### config.mk
export PLATFORM = sky130hd
export DESIGN_NAME = aoc_counters
export DESIGN_NICKNAME = d
export VERILOG_FILES = /design/src/aoc_pkg.sv /design/src/aoc_tick_sync.sv /design/src/aoc_counters.sv
export SDC_FILE = /design/constraint.sdc
export NUM_CORES = 1
export LEC_CHECK = 0
export ABC_AREA = 1
export BUFFER_PORTS_ARGS = -buffer_cell sky130_fd_sc_hd__buf_2
export CAP_MARGIN = 10
export CORE_MARGIN = 4
export CORE_UTILIZATION = 30
export CTS_CLUSTER_DIAMETER = 40
export DETAILED_ROUTE_END_ITERATION = 16
export PLACE_DENSITY_LB_ADDON = 0.1
export SYNTH_ARGS = -nofsm -noshare
export SYNTH_HDL_FRONTEND = slang
export SYNTH_SLANG_ARGS = --single-unit
### constraint.sdc
create_clock -name CLK -period 3.9 [get_ports CLK]
set_clock_uncertainty 0.05 [all_clocks]
set_input_delay 0.195 -clock CLK [delete_from_list [all_inputs] [get_ports CLK]]
set_output_delay 0.195 -clock CLK [all_outputs]
set_load 0.005 [all_outputs]
### src/aoc_pkg.sv
package aoc_pkg;
    localparam int DATA_W = 32;
    localparam int ADDR_W = 8;
    localparam logic [7:0] FREE_CFG_OFS = 8'h00;
    localparam logic [7:0] FREE_CNT_OFS = 8'h04;
    localparam logic [7:0] PT_CTRL_OFS = 8'h08;
    localparam logic [7:0] PT_CFG_OFS = 8'h0C;
    localparam logic [7:0] PT_CNT_OFS = 8'h10;
    localparam logic [7:0] INT_STAT_OFS = 8'h14;
    localparam logic [7:0] INT_MASK_OFS = 8'h18;
    localparam logic [7:0] LP_CLK_CTL_OFS = 8'h1C;
    localparam int FREE_EN_BIT = 0;
    localparam int CLR_BIT = 0;
    localparam int RELOAD_BIT = 1;
    localparam int GATE_EN_BIT = 0;
    localparam int ALARM_BIT = 0;
    localparam logic [31:0] CNT_RESET = 32'h0000_0000;
    localparam logic GATE_EN_RESET = 1'b1;
    localparam logic [1:0] RESP_OKAY = 2'h0;
    localparam logic [1:0] RESP_SLVERR = 2'h2;
endpackage

### src/aoc_tick_sync.sv
`timescale 1ns/1ps
`default_nettype none
module aoc_tick_sync (
    input wire logic clk,
    input wire logic reset_n,
    input wire logic slow_clk,
    output logic tick
);
    logic meta_reg;
    logic sync_reg;
    logic prev_reg;

    // The slow clock is sampled as a level; the tick compares the second and third stages.
    always_ff @(posedge clk) begin
        if (!reset_n) begin
            meta_reg <= 1'b0;
            sync_reg <= 1'b0;
            prev_reg <= 1'b0;
        end else begin
            meta_reg <= slow_clk;
            sync_reg <= meta_reg;
            prev_reg <= sync_reg;
        end
    end

    assign tick = sync_reg & ~prev_reg;
endmodule
`default_nettype wire

### src/aoc_counters.sv
`timescale 1ns/1ps
`default_nettype none
// Behaviour
// RL1 - Free counter counts up each slow cycle.
// RL2 - Free counter advances only while enabled.
// RL3 - Periodic timer decrements from configured value.
// RL4 - Expiry at zero reloads and continues.
// RL5 - Timer disabled while configured value is zero.
// RL6 - Expiry sets alarm held until cleared.
// RL7 - Hardware clears reload and clear bits.
// RL8 - Reload bit loads configured value.
// RL9 - Alarm clear bit deasserts alarm.
// RL10 - Readable count lags one slow cycle.
// RL11 - Software checks free counter before reload.
// RL12 - Software start: configure, reload, poll.
// RL13 - Software service: stop, clear, poll.
// RL14 - Requests complete over slow clock cycles.
// RL15 - Gate bit zero stops both counters.
// RL16 - Requests cross via synchronised handshake.
// RL17 - Counters 32 bits, free counter wraps.
module aoc_counters #(
    parameter int CNT_W = 32
) (
    input wire logic CLK,
    input wire logic RESET_N,
    input wire logic RTC_CLK,
    input wire logic [7:0] S_AXI_AWADDR,
    input wire logic S_AXI_AWVALID,
    output logic S_AXI_AWREADY,
    input wire logic [31:0] S_AXI_WDATA,
    input wire logic [3:0] S_AXI_WSTRB,
    input wire logic S_AXI_WVALID,
    output logic S_AXI_WREADY,
    output logic [1:0] S_AXI_BRESP,
    output logic S_AXI_BVALID,
    input wire logic S_AXI_BREADY,
    input wire logic [7:0] S_AXI_ARADDR,
    input wire logic S_AXI_ARVALID,
    output logic S_AXI_ARREADY,
    output logic [31:0] S_AXI_RDATA,
    output logic [1:0] S_AXI_RRESP,
    output logic S_AXI_RVALID,
    input wire logic S_AXI_RREADY,
    output logic ALARM,
    output logic IRQ
);
    logic raw_tick;
    logic tick;
    logic [7:0] awaddr_reg;
    logic aw_held_reg;
    logic [31:0] wdata_reg;
    logic [3:0] wstrb_reg;
    logic w_held_reg;
    logic awready_reg;
    logic wready_reg;
    logic bvalid_reg;
    logic [1:0] bresp_reg;
    logic arready_reg;
    logic rvalid_reg;
    logic [1:0] rresp_reg;
    logic [31:0] rdata_reg;
    logic free_counter_enable_reg;
    logic [CNT_W-1:0] free_cnt_reg;
    logic alarm_clear_bit_reg;
    logic periodic_reload_bit_reg;
    logic [CNT_W-1:0] periodic_timeout_value_reg;
    logic [CNT_W-1:0] pt_live_reg;
    logic [CNT_W-1:0] periodic_count_value_reg;
    logic alarm_reg;
    logic int_stat_reg;
    logic int_mask_reg;
    logic counter_clock_gate_enable_reg;
    logic irq_reg;
    logic do_write;
    logic do_read;
    logic expire;
    logic stat_read;
    logic [31:0] wr_ofs_data;

    aoc_tick_sync u_sync (
        .clk(CLK),
        .reset_n(RESET_N),
        .slow_clk(RTC_CLK),
        .tick(raw_tick)
    );

    // Gating the tick rather than the clock keeps one clock tree here.
    assign tick = raw_tick & counter_clock_gate_enable_reg; // RL15

    assign do_write = aw_held_reg & w_held_reg & ~bvalid_reg;
    assign do_read = S_AXI_ARVALID & arready_reg;
    assign stat_read = do_read && S_AXI_ARADDR == aoc_pkg::INT_STAT_OFS;
    assign expire = tick && periodic_timeout_value_reg != '0
        && pt_live_reg == '0 && !periodic_reload_bit_reg; // RL4 RL5

    function automatic logic [31:0] merge(input logic [31:0] old,
                                          input logic [31:0] d,
                                          input logic [3:0] s);
        logic [31:0] r;
        r = old;
        for (int i = 0; i < 4; i++) begin
            if (s[i]) begin
                r[i*8 +: 8] = d[i*8 +: 8];
            end
        end
        return r;
    endfunction

    assign wr_ofs_data = merge(32'h0000_0000, wdata_reg, wstrb_reg);

    // Write address and data are captured independently, in either order.
    always_ff @(posedge CLK) begin
        if (!RESET_N) begin
            aw_held_reg <= 1'b0;
            awready_reg <= 1'b0;
            awaddr_reg <= 8'h00;
        end else if (S_AXI_AWVALID && awready_reg) begin
            aw_held_reg <= 1'b1;
            awready_reg <= 1'b0;
            awaddr_reg <= S_AXI_AWADDR;
        end else if (do_write) begin
            aw_held_reg <= 1'b0;
        end else begin
            awready_reg <= ~aw_held_reg & ~bvalid_reg;
        end
    end

    always_ff @(posedge CLK) begin
        if (!RESET_N) begin
            w_held_reg <= 1'b0;
            wready_reg <= 1'b0;
            wdata_reg <= 32'h0000_0000;
            wstrb_reg <= 4'h0;
        end else if (S_AXI_WVALID && wready_reg) begin
            w_held_reg <= 1'b1;
            wready_reg <= 1'b0;
            wdata_reg <= S_AXI_WDATA;
            wstrb_reg <= S_AXI_WSTRB;
        end else if (do_write) begin
            w_held_reg <= 1'b0;
        end else begin
            wready_reg <= ~w_held_reg & ~bvalid_reg;
        end
    end

    always_ff @(posedge CLK) begin
        if (!RESET_N) begin
            bvalid_reg <= 1'b0;
            bresp_reg <= aoc_pkg::RESP_OKAY;
        end else if (do_write) begin
            bvalid_reg <= 1'b1;
            if (awaddr_reg[1:0] != 2'h0
                || awaddr_reg > aoc_pkg::LP_CLK_CTL_OFS) begin
                bresp_reg <= aoc_pkg::RESP_SLVERR;
            end else begin
                bresp_reg <= aoc_pkg::RESP_OKAY;
            end
        end else if (S_AXI_BREADY) begin
            bvalid_reg <= 1'b0;
        end
    end

    // Software-written configuration.
    always_ff @(posedge CLK) begin
        if (!RESET_N) begin
            free_counter_enable_reg <= 1'b0;
            periodic_timeout_value_reg <= aoc_pkg::CNT_RESET;
            int_mask_reg <= 1'b0;
            counter_clock_gate_enable_reg <= aoc_pkg::GATE_EN_RESET;
        end else if (do_write) begin
            if (awaddr_reg == aoc_pkg::FREE_CFG_OFS && wstrb_reg[0]) begin
                free_counter_enable_reg <= wdata_reg[aoc_pkg::FREE_EN_BIT];
            end else if (awaddr_reg == aoc_pkg::PT_CFG_OFS) begin
                periodic_timeout_value_reg <= merge(periodic_timeout_value_reg,
                                                    wdata_reg, wstrb_reg);
            end else if (awaddr_reg == aoc_pkg::INT_MASK_OFS
                         && wstrb_reg[0]) begin
                int_mask_reg <= wdata_reg[aoc_pkg::ALARM_BIT];
            end else if (awaddr_reg == aoc_pkg::LP_CLK_CTL_OFS
                         && wstrb_reg[0]) begin
                counter_clock_gate_enable_reg <= wdata_reg[aoc_pkg::GATE_EN_BIT];
            end
        end
    end

    // Requests wait for the next gated tick, a synchronised slow edge while the gate bit is set, which is the
    // acknowledgement; a stopped slow clock or a zero gate bit leaves them pending.
    always_ff @(posedge CLK) begin
        if (!RESET_N) begin
            alarm_clear_bit_reg <= 1'b0;
            periodic_reload_bit_reg <= 1'b0;
        end else begin
            if (do_write && awaddr_reg == aoc_pkg::PT_CTRL_OFS
                && wr_ofs_data[aoc_pkg::CLR_BIT]) begin
                alarm_clear_bit_reg <= 1'b1;
            end else if (tick) begin
                alarm_clear_bit_reg <= 1'b0; // RL7 RL14 RL16
            end
            if (do_write && awaddr_reg == aoc_pkg::PT_CTRL_OFS
                && wr_ofs_data[aoc_pkg::RELOAD_BIT]) begin
                periodic_reload_bit_reg <= 1'b1;
            end else if (tick) begin
                periodic_reload_bit_reg <= 1'b0; // RL7 RL14 RL16
            end
        end
    end

    always_ff @(posedge CLK) begin
        if (!RESET_N) begin
            free_cnt_reg <= aoc_pkg::CNT_RESET;
        end else if (tick && free_counter_enable_reg) begin
            free_cnt_reg <= free_cnt_reg + 1'b1; // RL1 RL2 RL17
        end
    end

    always_ff @(posedge CLK) begin
        if (!RESET_N) begin
            pt_live_reg <= aoc_pkg::CNT_RESET;
            periodic_count_value_reg <= aoc_pkg::CNT_RESET;
        end else if (tick) begin
            periodic_count_value_reg <= pt_live_reg; // RL10
            if (periodic_reload_bit_reg) begin
                pt_live_reg <= periodic_timeout_value_reg; // RL8
            end else if (periodic_timeout_value_reg == '0) begin
                pt_live_reg <= pt_live_reg; // RL5
            end else if (pt_live_reg == '0) begin
                pt_live_reg <= periodic_timeout_value_reg; // RL4
            end else begin
                pt_live_reg <= pt_live_reg - 1'b1; // RL3
            end
        end
    end

    // An expiry in the same slow cycle as a clear keeps the alarm set.
    always_ff @(posedge CLK) begin
        if (!RESET_N) begin
            alarm_reg <= 1'b0;
        end else if (expire) begin
            alarm_reg <= 1'b1; // RL6
        end else if (tick && alarm_clear_bit_reg) begin
            alarm_reg <= 1'b0; // RL9
        end
    end

    always_ff @(posedge CLK) begin
        if (!RESET_N) begin
            int_stat_reg <= 1'b0;
        end else if (expire) begin
            int_stat_reg <= 1'b1;
        end else if (stat_read) begin
            int_stat_reg <= 1'b0;
        end
    end

    always_ff @(posedge CLK) begin
        if (!RESET_N) begin
            irq_reg <= 1'b0;
        end else begin
            irq_reg <= (int_stat_reg | expire) & int_mask_reg;
        end
    end

    always_ff @(posedge CLK) begin
        if (!RESET_N) begin
            arready_reg <= 1'b0;
            rvalid_reg <= 1'b0;
            rresp_reg <= aoc_pkg::RESP_OKAY;
            rdata_reg <= 32'h0000_0000;
        end else if (do_read) begin
            arready_reg <= 1'b0;
            rvalid_reg <= 1'b1;
            rresp_reg <= aoc_pkg::RESP_OKAY;
            rdata_reg <= 32'h0000_0000;
            if (S_AXI_ARADDR == aoc_pkg::FREE_CFG_OFS) begin
                rdata_reg[aoc_pkg::FREE_EN_BIT] <= free_counter_enable_reg;
            end else if (S_AXI_ARADDR == aoc_pkg::FREE_CNT_OFS) begin
                rdata_reg <= free_cnt_reg;
            end else if (S_AXI_ARADDR == aoc_pkg::PT_CTRL_OFS) begin
                rdata_reg[aoc_pkg::CLR_BIT] <= alarm_clear_bit_reg;
                rdata_reg[aoc_pkg::RELOAD_BIT] <= periodic_reload_bit_reg;
            end else if (S_AXI_ARADDR == aoc_pkg::PT_CFG_OFS) begin
                rdata_reg <= periodic_timeout_value_reg;
            end else if (S_AXI_ARADDR == aoc_pkg::PT_CNT_OFS) begin
                rdata_reg <= periodic_count_value_reg;
            end else if (S_AXI_ARADDR == aoc_pkg::INT_STAT_OFS) begin
                rdata_reg[aoc_pkg::ALARM_BIT] <= int_stat_reg;
            end else if (S_AXI_ARADDR == aoc_pkg::INT_MASK_OFS) begin
                rdata_reg[aoc_pkg::ALARM_BIT] <= int_mask_reg;
            end else if (S_AXI_ARADDR == aoc_pkg::LP_CLK_CTL_OFS) begin
                rdata_reg[aoc_pkg::GATE_EN_BIT] <=
                    counter_clock_gate_enable_reg;
            end else begin
                rresp_reg <= aoc_pkg::RESP_SLVERR;
            end
        end else if (rvalid_reg) begin
            if (S_AXI_RREADY) begin
                rvalid_reg <= 1'b0;
            end
        end else begin
            arready_reg <= 1'b1;
        end
    end

    assign S_AXI_AWREADY = awready_reg;
    assign S_AXI_WREADY = wready_reg;
    assign S_AXI_BVALID = bvalid_reg;
    assign S_AXI_BRESP = bresp_reg;
    assign S_AXI_ARREADY = arready_reg;
    assign S_AXI_RVALID = rvalid_reg;
    assign S_AXI_RRESP = rresp_reg;
    assign S_AXI_RDATA = rdata_reg;
    assign ALARM = alarm_reg;
    assign IRQ = irq_reg;
endmodule
`default_nettype wire

# ---- Word level (Yosys, flattened, before mapping)
# Cells that the tools add are included.
dict set report op_classes {
  addsub 2
  magnitude_cmp 1
  eq_ne 12
  n_mux 39
  n_bitwise 17
  n_reduce_logical 40
}
# operator n
set op_table {}
lappend op_table {{32-bit two-way mux} 5}
lappend op_table {{32-bit zero test} 2}
lappend op_table {{31-bit two-way mux} 2}
lappend op_table {{8-bit by 5-bit == test with 1-bit output (second input constant)} 6}
lappend op_table {{32-bit by 1-bit adder with 32-bit output (second input constant)} 1}
lappend op_table {{8-bit by 4-bit == test with 1-bit output (second input constant)} 4}
lappend op_table {{32-bit nonzero test} 1}
lappend op_table {{32-bit by 1-bit subtractor with 32-bit output (second input constant)} 1}
lappend op_table {{30-bit two-way mux} 1}
lappend op_table {{2-bit two-way mux} 11}
lappend op_table {{1-bit two-way mux} 20}
lappend op_table {{4-bit AND reduction} 5}
lappend op_table {{8-bit zero test} 2}
lappend op_table {{2-bit nonzero test} 8}
lappend op_table {{1-bit logical AND} 14}
lappend op_table {{1-bit AND} 8}
lappend op_table {{8-bit by 3-bit == test with 1-bit output (second input constant)} 1}
lappend op_table {{8-bit by 5-bit > comparator with 1-bit output (second input constant)} 1}
lappend op_table {{1-bit NOT} 8}
lappend op_table {{2-bit OR reduction} 3}
lappend op_table {{5-bit AND reduction} 1}
lappend op_table {{2-bit AND reduction} 2}
lappend op_table {{2-bit inequality test (second input constant)} 1}
lappend op_table {{1-bit zero test} 1}
lappend op_table {{other kinds (2)} 2}
dict set report totals {
  ff_bits 226
  out_inout_bits 43
  word_cells 142
}

# ---- Depth between registers and ports, before layout
# Gate-level depths: netlist of the first run.
dict set report logic_depth {
  depth_word 9
  mapped_depth 12
}

# ---- Modules after synthesis
# From an unflattened synthesis of the first run, not the netlist that was laid out.
dict set report unflattened {
  cells_unflattened 1572
  hier_area_um2 10667.7
}
# mod n_inst cells_per_inst area_each_um2
set by_module_without_submodules {}
lappend by_module_without_submodules {aoc_counters 1 1561 10575.1}
lappend by_module_without_submodules {aoc_tick_sync 1 11 92.6}

# ---- Worst setup path before layout of the first run
# OpenSTA, ideal clock, no wires.
dict set report synth_path {
  path_kind {reg-to-reg}
  startpoint {register pt_live_reg[0]}
  endpoint {register pt_live_reg[30]}
  t_arrival_ns 1.450
  slack_ns 2.268
  stages_incl_launch_ff 10
  n_path_buf 0
  path_cell_list {dfxtp_1 -> inv_1 -> ha_1 -> inv_1 -> nor2_1 -> nand2_1 -> o21ai_0 -> nand3_2 -> nand3_1 -> a21oi_1}
}
dict set report synth_via {
  elab_chain_cells 4
}
# item line
set synth_lines {}
lappend synth_lines {{start, declared} aoc_counters.sv:67} ;# logic [CNT_W-1:0] pt_live_reg;
lappend synth_lines {{start signal, assigned} aoc_counters.sv:218} ;# pt_live_reg <= aoc_pkg::CNT_RESET;
lappend synth_lines {{start signal, assigned} aoc_counters.sv:223} ;# pt_live_reg <= periodic_timeout_value_reg;
lappend synth_lines {{start signal, assigned} aoc_counters.sv:225} ;# pt_live_reg <= pt_live_reg;
lappend synth_lines {{32-bit by 1-bit subtractor with 32-bit output or 32-bit zero test (tied branches)} {aoc_counters.sv:229, aoc_counters.sv:226}}
lappend synth_lines {{32-bit two-way mux (*)} aoc_counters.sv:226} ;# end else if (pt_live_reg == '0) begin
lappend synth_lines {{32-bit two-way mux (*)} aoc_counters.sv:224} ;# end else if (periodic_timeout_value_reg == '0) begin
lappend synth_lines {{32-bit two-way mux (*)} aoc_counters.sv:222} ;# if (periodic_reload_bit_reg) begin
# Mark *: on every way between the ends. The rest lies on a longest branch, timed or not. The select of a mux whose other input is x is not followed.
# A chain may end at the register's enable or synchronous reset.

# ---- Final worst setup path of the first run
dict set report layout_path {
  startpoint {register counter_clock_gate_enable_reg}
  endpoint {register free_cnt_reg[2]}
}
dict set report layout_via {
  elab_chain_cells 2
}
# item line
set layout_lines {}
lappend layout_lines {{start, declared} aoc_counters.sv:72} ;# logic counter_clock_gate_enable_reg;
lappend layout_lines {{start signal, assigned} aoc_counters.sv:169} ;# counter_clock_gate_enable_reg <= aoc_pkg::GATE_EN_RESET;
lappend layout_lines {{start signal, assigned} aoc_counters.sv:181} ;# counter_clock_gate_enable_reg <= wdata_reg[aoc_pkg::GATE_EN_BIT];
lappend layout_lines {{1-bit AND} aoc_counters.sv:88} ;# assign tick = raw_tick & counter_clock_gate_enable_reg;
lappend layout_lines {{1-bit logical AND} aoc_counters.sv:211} ;# end else if (tick && free_counter_enable_reg) begin
lappend layout_lines {{end signal, assigned} aoc_counters.sv:210} ;# free_cnt_reg <= aoc_pkg::CNT_RESET;
lappend layout_lines {{end signal, assigned} aoc_counters.sv:212} ;# free_cnt_reg <= free_cnt_reg + 1'b1;
lappend layout_lines {{end, declared} aoc_counters.sv:63} ;# logic [CNT_W-1:0] free_cnt_reg;
# Every way passes these cells.

==> results.md, run 1 <==
Synthesis:
- In this run the biggest area consumer among cell types represents 42.1% of the synthesized area.
- The total of warnings raised by yosys is 0.
- The share of the Yosys chip area taken by registers is 42.1%.
- By instance count, the leading cell after synthesis is sky130_fd_sc_hd__nand2_1.
- After synthesis the netlist holds a flip-flop and latch count of 224.
- After synthesis, the share of flip-flops with an asynchronous set or reset is 0%.
- The synthesized design contains 0 enable-type register cells.
- By area, the combinational part of the netlist is dominated by simple AND/OR/NAND/NOR gates.
- The gate count after technology mapping is 1573.
- The area share of fa/ha/maj cells after synthesis is 0.353%.
- The proportion of synthesized area in mux cells is 0%.
- Counting distinct cell types in the post-synthesis netlist gives 35.
- The share of the synthesized area in compound gates (AO/OA/AOI/OAI) is 17.2%.
- The largest area contributor in the synthesized netlist is sky130_fd_sc_hd__dfxtp_1.
- The cell area that synthesis handed to floorplanning was 10600 µm².
- Each instance of the synthesized netlist takes up on average 6.76 µm².
- By count the netlist is led by sky130_fd_sc_hd__nand2_1, sky130_fd_sc_hd__nor2_1, sky130_fd_sc_hd__dfxtp_1, sky130_fd_sc_hd__o21ai_0.
- By area the synthesized netlist is led by sky130_fd_sc_hd__dfxtp_1, sky130_fd_sc_hd__nand2_1, sky130_fd_sc_hd__nor2_1, sky130_fd_sc_hd__o21ai_0, sky130_fd_sc_hd__a21oi_1.
- The predominant post-synthesis flop cell is sky130_fd_sc_hd__dfxtp_1.
- The synthesized netlist devotes 2.14% of its cell area to XOR and XNOR gates.
- Summing the areas of all and, or, nand and nor instances in the mapped netlist gives 30.0% of the synthesized area.

Setup path:
- The data arrival time of the critical path is 2.86 ns.
- Grouping stages by cell kind, the critical path spends the most delay in simple AND/OR/NAND/NOR gates.
- The largest single stage delay on the critical path is 0.68 ns.
- Walking the worst path, the cells encountered are nand2_1 > nor2_4 > nand2_2 > inv_1 > a21oi_1 > nor3_1.
- The type of element launching the critical path is a register.
- The critical path depth in cells is 6.
- The worst setup path is captured at a register.
- Setup slack on the worst reg-to-reg path comes out at 1.43 ns.
- The cell at the slowest stage of the critical path is sky130_fd_sc_hd__inv_1.
- The data required time at the worst endpoint is 4.29 ns.
- Together, buffers and inverters on the worst path number 1.
- The setup path with the least slack is of type register to register.
- The top fanout value on the critical path is 25.
- The depth of the worst register-to-register path is 6.

Timing:
- The count of final hold-check violations is 0.
- The peak clock frequency supported by timing is 0.404 GHz.
- The headroom to the max-slew limit is 32.4%.
- Setup repair after global routing left no endpoint under its margin.
- After layout, the minimum clock period comes to 2.47 ns.
- The total setup violations reported at the end of the flow is 0.
- The final number of max-transition violations was 0.
- In the finished design, the share of the clock period the worst path needs comes to 63.4%.
- Hold is met by 0.0935 ns.
- The setup TNS is 0 ns.
- For the pin with the worst max-slew slack, the measured transition is 1.01 ns.

Clocking:
- The clock sink count is 224.
- TritonCTS built the clock tree.
- The later pin in the worst-skew pair is clocked with a latency of 0.53 ns.
- The register clock-pin slew on the reported worst setup and hold paths is 0.05 ns.
- Counting along the longest clock path gives a buffer depth of 3.
- The total number of H-tree levels is 2.
- The number of clock buffers added by TritonCTS is 42.
- The post-cts repair resize count is 0.
- CTS placed an instance of sky130_fd_sc_hd__clkbuf_16 at the clock tree root.

Power and ir drop:
- The relative contribution of sequential cells to total power is 38.0%.
- The share of total power dissipated in combinational logic is 4.2%.
- The design draws 0.00628 W.
- The analysis attributes to net switching a power of 0.00143 W.
- The analysis attributes to cell leakage a power of 5.71 nW.
- For this design the ratio of total power to cell area is 469 nW/µm².
- Cell internal power was estimated by the tool at 0.00485 W.
- Net switching is 22.8% of the power.
- The maximum vdd ir drop is 265 µV.
- The share of power burned in the clock network is 57.7%.

Final layout:
- Of the cells placed in the final design, the portion with a size suffix greater than 1 is 13.4%.
- The final net count is 1770.
- Fill cells in the final layout number 3695.
- The growth of design area from synthesis to finish is 25.8%.
- The number of antenna diodes is 0.

Routing:
- The routed design has 36700 µm of wire.
- The detail route stage leaves a number of antenna-violating nets equal to 0.
- The via density per instance is 4.78.
- The first routing iteration left 672 violations.
- The pre-antenna-repair detailed-routing pass consisted of 5 iterations.
- The average wire per cell in the routed design is 16.7 µm.
- The post-detailed-route DRC marker count is 0.
- For this block, the via count after detailed routing is 10477.

GRT:
- Global routing used 18.7% of the available tracks across all layers.
- The total overflow reported by the global router is 0.
- The maximum number of pins on one net before global-route repair is 89.
- The initial antenna violation count was 0.
- The via count of the first global-routing pass is 9921.
- The first global-routing pass estimated 57600 µm of wire.

Run status:
- The flow ran to the end, and the final reports show no timing, DRC or antenna violations.

Floorplan:
- The initial standard-cell utilization of the core is 30.6%.
- The I/O pin total is 103.
- The die height is 196 µm.
- The floorplan die area is 38500 µm².
- The floorplan core area is 34800 µm².
- Measured along the x axis, the die boundary spans 196 µm.
- The floorplan has 68 rows.

Placement:
- The count of port buffers added during placement is 100.
- The placer's final routability congestion estimate is 0.891.
- The wire-length estimate of the detail-placed layout is 26600 µm.

Job:
- Max-cap violations in this run came to 0.

Min path:
- The min-delay analysis places its worst path in the category primary input to register.
- The number of cells traversed by the worst hold path is 5.
power groups by stage:
stage | Sequential (W) | Clock [W] | Combinational [W]
5_1_grt | 0.00239 | 0.00382 | 0.000302
2_1_floorplan | 0.00242 | 0 | 0.000149
4_1_cts | 0.00239 | 0.00372 | 0.000269
3_3_place_gp | 0.00243 | 0 | 0.000228
3_5_place_dp | 0.00243 | 0 | 0.000232
6_report | 0.00239 | 0.00363 | 0.000267
area by class of cell:
cell class              count  area [µm²]  area share (%)
inverters                 141         529            3.95
repair buffers            161        1080            8.08
flip-flops and latches    224        4480            33.5
clock buffers              53        1170            8.77
well taps                 455         569            4.25
clock inverters            22         235            1.76
multi-input cells        1137        5310            39.7
placed cells by master (no fill, tap or decap), types with 6 or more instances in the layout:
| cell type | count |
|---|---|
| sky130_fd_sc_hd__nand3_1 | 65 |
| sky130_fd_sc_hd__nor3_1 | 23 |
| sky130_fd_sc_hd__nor2_1 | 243 |
| sky130_fd_sc_hd__clkbuf_16 | 43 |
| sky130_fd_sc_hd__nand4_1 | 15 |
| sky130_fd_sc_hd__o21ai_1 | 24 |
| sky130_fd_sc_hd__dlygate4sd3_1 | 49 |
| sky130_fd_sc_hd__buf_4 | 12 |
| sky130_fd_sc_hd__inv_1 | 136 |
| sky130_fd_sc_hd__dfxtp_1 | 224 |
| sky130_fd_sc_hd__clkbuf_8 | 6 |
| sky130_fd_sc_hd__o21ai_0 | 145 |
| sky130_fd_sc_hd__a211oi_1 | 27 |
| sky130_fd_sc_hd__nand3_2 | 10 |
| sky130_fd_sc_hd__buf_2 | 100 |
| sky130_fd_sc_hd__nand2_1 | 371 |
| sky130_fd_sc_hd__nor2_2 | 18 |
| sky130_fd_sc_hd__nand2_2 | 7 |
| sky130_fd_sc_hd__a21oi_1 | 137 |
| sky130_fd_sc_hd__clkinv_2 | 10 |
| sky130_fd_sc_hd__xor2_1 | 26 |
cell families after synthesis:
group / Yosys count
simple gates: 762
buf+inv: 213
other cells: 1
compound gates: 344
fa+ha+maj: 3
flops: 224
xor+xnor: 26
tightest hold or removal path: cells and delay by family:
| kind | cells | cell delay, ns |
|---|---|---|
| compound gates | 1 | 0.13 |
| buf+inv | 1 | 0.12 |
| simple gates | 3 | 0.18 |
path summary, 6_finish.rpt:
check / endpoint / startpoint
worst min register to register: u_sync.prev_reg$_SDFF_PN0_ / u_sync.sync_reg$_SDFF_PN0_
worst max register to register: free_cnt_reg[2]$_SDFFE_PN0P_ / counter_clock_gate_enable_reg$_SDFFE_PN1P_
worst max-delay path: free_cnt_reg[2]$_SDFFE_PN0P_ / counter_clock_gate_enable_reg$_SDFFE_PN1P_
worst min-delay path: int_stat_reg$_SDFFE_PN0P_ / S_AXI_ARADDR[3]
timing repair:
action | in CTS | in global routing
buffers inserted | 0 | 0
hold endpoints to repair | 48 | 0
hold buffers | 49 | 0
metrics by stage:
stage | instance area, µm² | worst slack (ns) | std cells | utilization [%]
2_1_floorplan | 10600 | 2.27 | 1574 | -
6_report | 13400 | 1.43 | 2193 | 38.5
3_5_place_dp | 11500 | 1.42 | 2069 | 33.0
3_3_place_gp | 11500 | 1.46 | 2069 | 33.0
4_1_cts | 13400 | 1.40 | 2193 | 38.5
5_1_grt | 13400 | 1.16 | 2193 | 38.5
layer usage:
| layer | track usage (%) | share of wire, % | wire [µm] | up-vias |
|---|---|---|---|---|
| li1 | - | - | - | 5377 |
| met3 | 2.89 | 4.8 | 1760 | 62 |
| met1 | 26.8 | 49 | 17900 | 4803 |
| met4 | 5.33 | 2.5 | 911 | 0 |
| met5 | 0 | 0 | 0 | - |
| met2 | 29.3 | 44 | 16100 | 235 |
(Power assumes the default switching activity.)
==> run 2, diff against run 1 <==
==> constraint.sdc (replaced) <==
create_clock -name CLK -period 2 [get_ports CLK]
set_clock_uncertainty 0.05 [all_clocks]
set_input_delay 0.1 -clock CLK [delete_from_list [all_inputs] [get_ports CLK]]
set_output_delay 0.1 -clock CLK [all_outputs]
set_load 0.005 [all_outputs]
==> results.md, run 2 (same netlist as run 1, synthesis figures left out) <==
Clocking:
- The clock tree from TritonCTS is built (unchanged).
- The buffers inserted during post-CTS setup optimization is 0 (unchanged).
- The clock sink count is 224 (unchanged).
- The total number of H-tree levels is 2 (unchanged).
- The number of buffers on the longest clock path was 3 (unchanged).
- The register clock-pin slew on the reported worst setup and hold paths was 0.05 ns (about the same).
- The number of CTS-inserted buffers was 41 (was 42).
- The root cell of the clock tree is sky130_fd_sc_hd__clkbuf_16 (unchanged).
- The source-to-sink clock delay at the later pin of the worst-skew pair came to 0.54 ns (was 0.53 ns).

Timing:
- The headroom to the max-slew limit came to 56.0% (was 32.4%).
- The final period utilization is 92.4%.
- The final number of max-transition violations is 0 (unchanged).
- The post-route minimum period is 1.85 ns.
- The actual slew at the worst max-slew pin came to 0.660 ns (was 1.01 ns).
- The setup slack after layout came to 0.153 ns (was 1.43 ns).
- The count of final hold-check violations is 0 (unchanged).
- The setup TNS is 0 ns (unchanged).
- Derived from the worst setup path, the maximum achievable clock frequency is 0.541 GHz.
- RSZ-0062 raised after global routing: no (unchanged).
- The total setup violations reported at the end of the flow is 0 (unchanged).

Final layout:
- The area occupied by multi-input gates is 5320 µm² (was 5310 µm²).
- The share of layout cells above drive strength 1 is 17.1% (was 13.4%).
- The most frequent standard cell in the layout excluding fill and tap cells is sky130_fd_sc_hd__nand2_1 (unchanged).
- The layout filler cell count is 3640 (was 3695).
- The final net count is 1844 (was 1770).
- The final design area excluding fillers came to 14100 µm² (was 13400 µm²).
- The sequential cell area in the final layout is 4480 µm² (unchanged).
- Highest-count cells in the layout ignoring fill and taps: sky130_fd_sc_hd__nand2_1, sky130_fd_sc_hd__nor2_1, sky130_fd_sc_hd__dfxtp_1 (unchanged).
- The growth of design area from synthesis to finish is 32.2% (was 25.8%).
- The number of antenna diodes was 0 (unchanged).

Routing:
- The via density per instance came to 4.74 (was 4.78).
- The residual antenna-violating net count after detailed routing came to 0 (unchanged).
- The number of optimization iterations in the first detailed-route pass is 5 (unchanged).
- The total vias in the final route came to 10750 (was 10477).
- The average wire per cell in the routed design came to 16.3 µm (was 16.7 µm).
- The number of violations reported at the end of detailed-routing iteration 0 is 732 (was 672).
- The overall routed net length is 37100 µm (was 36700 µm).
- The post-detailed-route DRC marker count came to 0 (unchanged).

Power and ir drop:
- The reported net switching power is 0.00293 W (was 0.00143 W).
- The power density of the placed cells is 882 nW/µm² (was 469 nW/µm²).
- The relative contribution of sequential cells to total power was 37.5% (was 38.0%).
- The leakage power total is 6.12 nW (was 5.71 nW).
- The internal power summed over all cells is 0.00948 W (was 0.00485 W).
- The share of power burned in the clock network is 58.0% (was 57.7%).
- The proportion of total power due to net switching is 23.6% (was 22.8%).
- The maximum vdd ir drop was 602 µV (was 265 µV).
- The combinational share of power came to 4.5% (was 4.2%).

GRT:
- The total overflow reported by the global router is 0 (unchanged).
- The wire length of the first global-routing pass is 58900 µm (was 57600 µm).
- The maximum number of pins on one net before global-route repair came to 76 (was 89).
- The global-route total usage across every layer is 19.0% (was 18.7%).
- The initial antenna violation count came to 0 (unchanged).
- The via count of the first global-routing pass is 10445 (was 9921).

Floorplan:
- The I/O pin total is 103 (unchanged).
- The floorplan core area came to 34800 µm² (unchanged).
- The width of the die is 196 µm (unchanged).
- The die height came to 196 µm (unchanged).
- The number of rows created at floorplan came to 68 (unchanged).
- The floorplan die area is 38500 µm² (unchanged).
- The initial standard-cell utilization of the core is 30.6% (unchanged).

Setup path:
- The reg-to-reg critical path startpoint was pt_live_reg[27]$_SDFFE_PN0P_ (was counter_clock_gate_enable_reg$_SDFFE_PN1P_).
- The type of element launching the critical path is a primary input (was register).
- The sort of element at the end of the critical path is a register (unchanged).
- The classification of the worst setup path is primary input to register (was register to register).
- The setup slack of the most critical reg-to-reg path is 0.16 ns (was 1.43 ns).
- The depth of the worst register-to-register path is 10 (was 6).
- The top fanout value on the critical path is 21 (was 25).
- The beginning of the critical path is S_AXI_ARADDR[0] (was counter_clock_gate_enable_reg$_SDFFE_PN1P_).
- The data required time at the worst endpoint came to 2.42 ns (was 4.29 ns).
- The end of the critical path is S_AXI_RDATA[12]$_SDFFE_PN0P_ (was free_cnt_reg[2]$_SDFFE_PN0P_).
- The worst flop-to-flop path endpoint is pt_live_reg[21]$_SDFFE_PN0P_ (was free_cnt_reg[2]$_SDFFE_PN0P_).
- The data arrival time of the critical path was 2.26 ns (was 2.86 ns).

Job:
- The max-capacitance violation count is 0 (unchanged).

Min path:
- The kind of path behind the tightest hold check is primary input to register (unchanged).

Run status:
- Run status: completed (unchanged).

Placement:
- The post-placement setup slack is 0.0873 ns (was 1.42 ns).
- The placed wire-length estimate after detailed placement is 27900 µm (was 26600 µm).
- The standard cell area after detailed placement is 12100 µm² (was 11500 µm²).
- The placer's final routability congestion estimate is 0.872 (was 0.891).
- The count of port buffers added during placement is 100 (unchanged).
==> run 2: worst min path at each step <==
stage | startpoint | end | slack [ns] | cells past startpoint
detailed placement | RTC_CLK | u_sync.meta_reg$_SDFF_PN0_ | 0.25 | 3
floorplan | RTC_CLK | u_sync.meta_reg$_SDFF_PN0_ | 0.15 | 2
global placement | RTC_CLK | u_sync.meta_reg$_SDFF_PN0_ | 0.25 | 3
global route | RESET_N | periodic_count_value_reg[8]$_SDFFE_PN0P_ | 0.05 | 4
CTS | S_AXI_ARADDR[3] | int_stat_reg$_SDFFE_PN0P_ | 0.004 | 5
finish | S_AXI_ARADDR[3] | int_stat_reg$_SDFFE_PN0P_ | 0.004 | 5
==> run 2: cell type report <==
class | count | share of cell area (%)
clock buffers | 50 | 8.11
clock inverters | 25 | 2.21
inverters | 141 | 3.76
multi-input cells | 1137 | 37.8
flip-flops and latches | 224 | 31.9
well taps | 455 | 4.05
repair buffers | 236 | 12.2
==> run 2: power groups by stage <==
stage | Clock (W) | Sequential (W) | Combinational, W
after global placement | 0 | 0.00474 | 0.000475
after floorplan | 0 | 0.00473 | 0.000291
after detailed placement | 0 | 0.00475 | 0.000481
final | 0.00720 | 0.00465 | 0.000554
after CTS | 0.00735 | 0.00465 | 0.000561
after global routing | 0.00754 | 0.00467 | 0.000633
==> run 2: worst max-delay path, stage by stage <==
cell and delay (ns):
sky130_fd_sc_hd__dlygate4sd3_1 0.53, sky130_fd_sc_hd__buf_2 0.12, sky130_fd_sc_hd__nor2_2 0.14, sky130_fd_sc_hd__nand3_1 0.17
sky130_fd_sc_hd__nor3_4 0.18, sky130_fd_sc_hd__buf_12 0.20, sky130_fd_sc_hd__nand2_1 0.14, sky130_fd_sc_hd__nand2_1 0.08
sky130_fd_sc_hd__o21ai_0 0.12, sky130_fd_sc_hd__buf_4 0.16, sky130_fd_sc_hd__o21ai_0 0.13, sky130_fd_sc_hd__nand2_1 0.11
sky130_fd_sc_hd__nand2_1 0.07
==> run 2: timing repair <==
item                                    in CTS  in global routing
endpoints found under the setup margin       0                 21
gates resized for setup                      0                  3
endpoints found under the hold margin       49                  0
hold buffers                                52                  0
==> run 2: layer usage <==
layer | vias to the layer above | global-route usage [%] | wire, µm
met5 | - | 0 | 0
met4 | 0 | 3.88 | 580
met3 | 44 | 2.78 | 1590
met2 | 241 | 31.3 | 16800
met1 | 4933 | 26.8 | 18100
li1 | 5532 | - | -
==> run 2: per-stage QoR <==
step	total power [W]	instances	utilization, %	hold slack (ns)
2_1_floorplan	0.00502	1574	-	0.148
3_3_place_gp	0.00522	2141	34.7	0.249
3_5_place_dp	0.00523	2141	34.7	0.250
4_1_cts	0.0126	2268	40.4	0.00373
5_1_grt	0.0128	2268	40.4	0.0548
6_report	0.0124	2268	40.4	0.00439
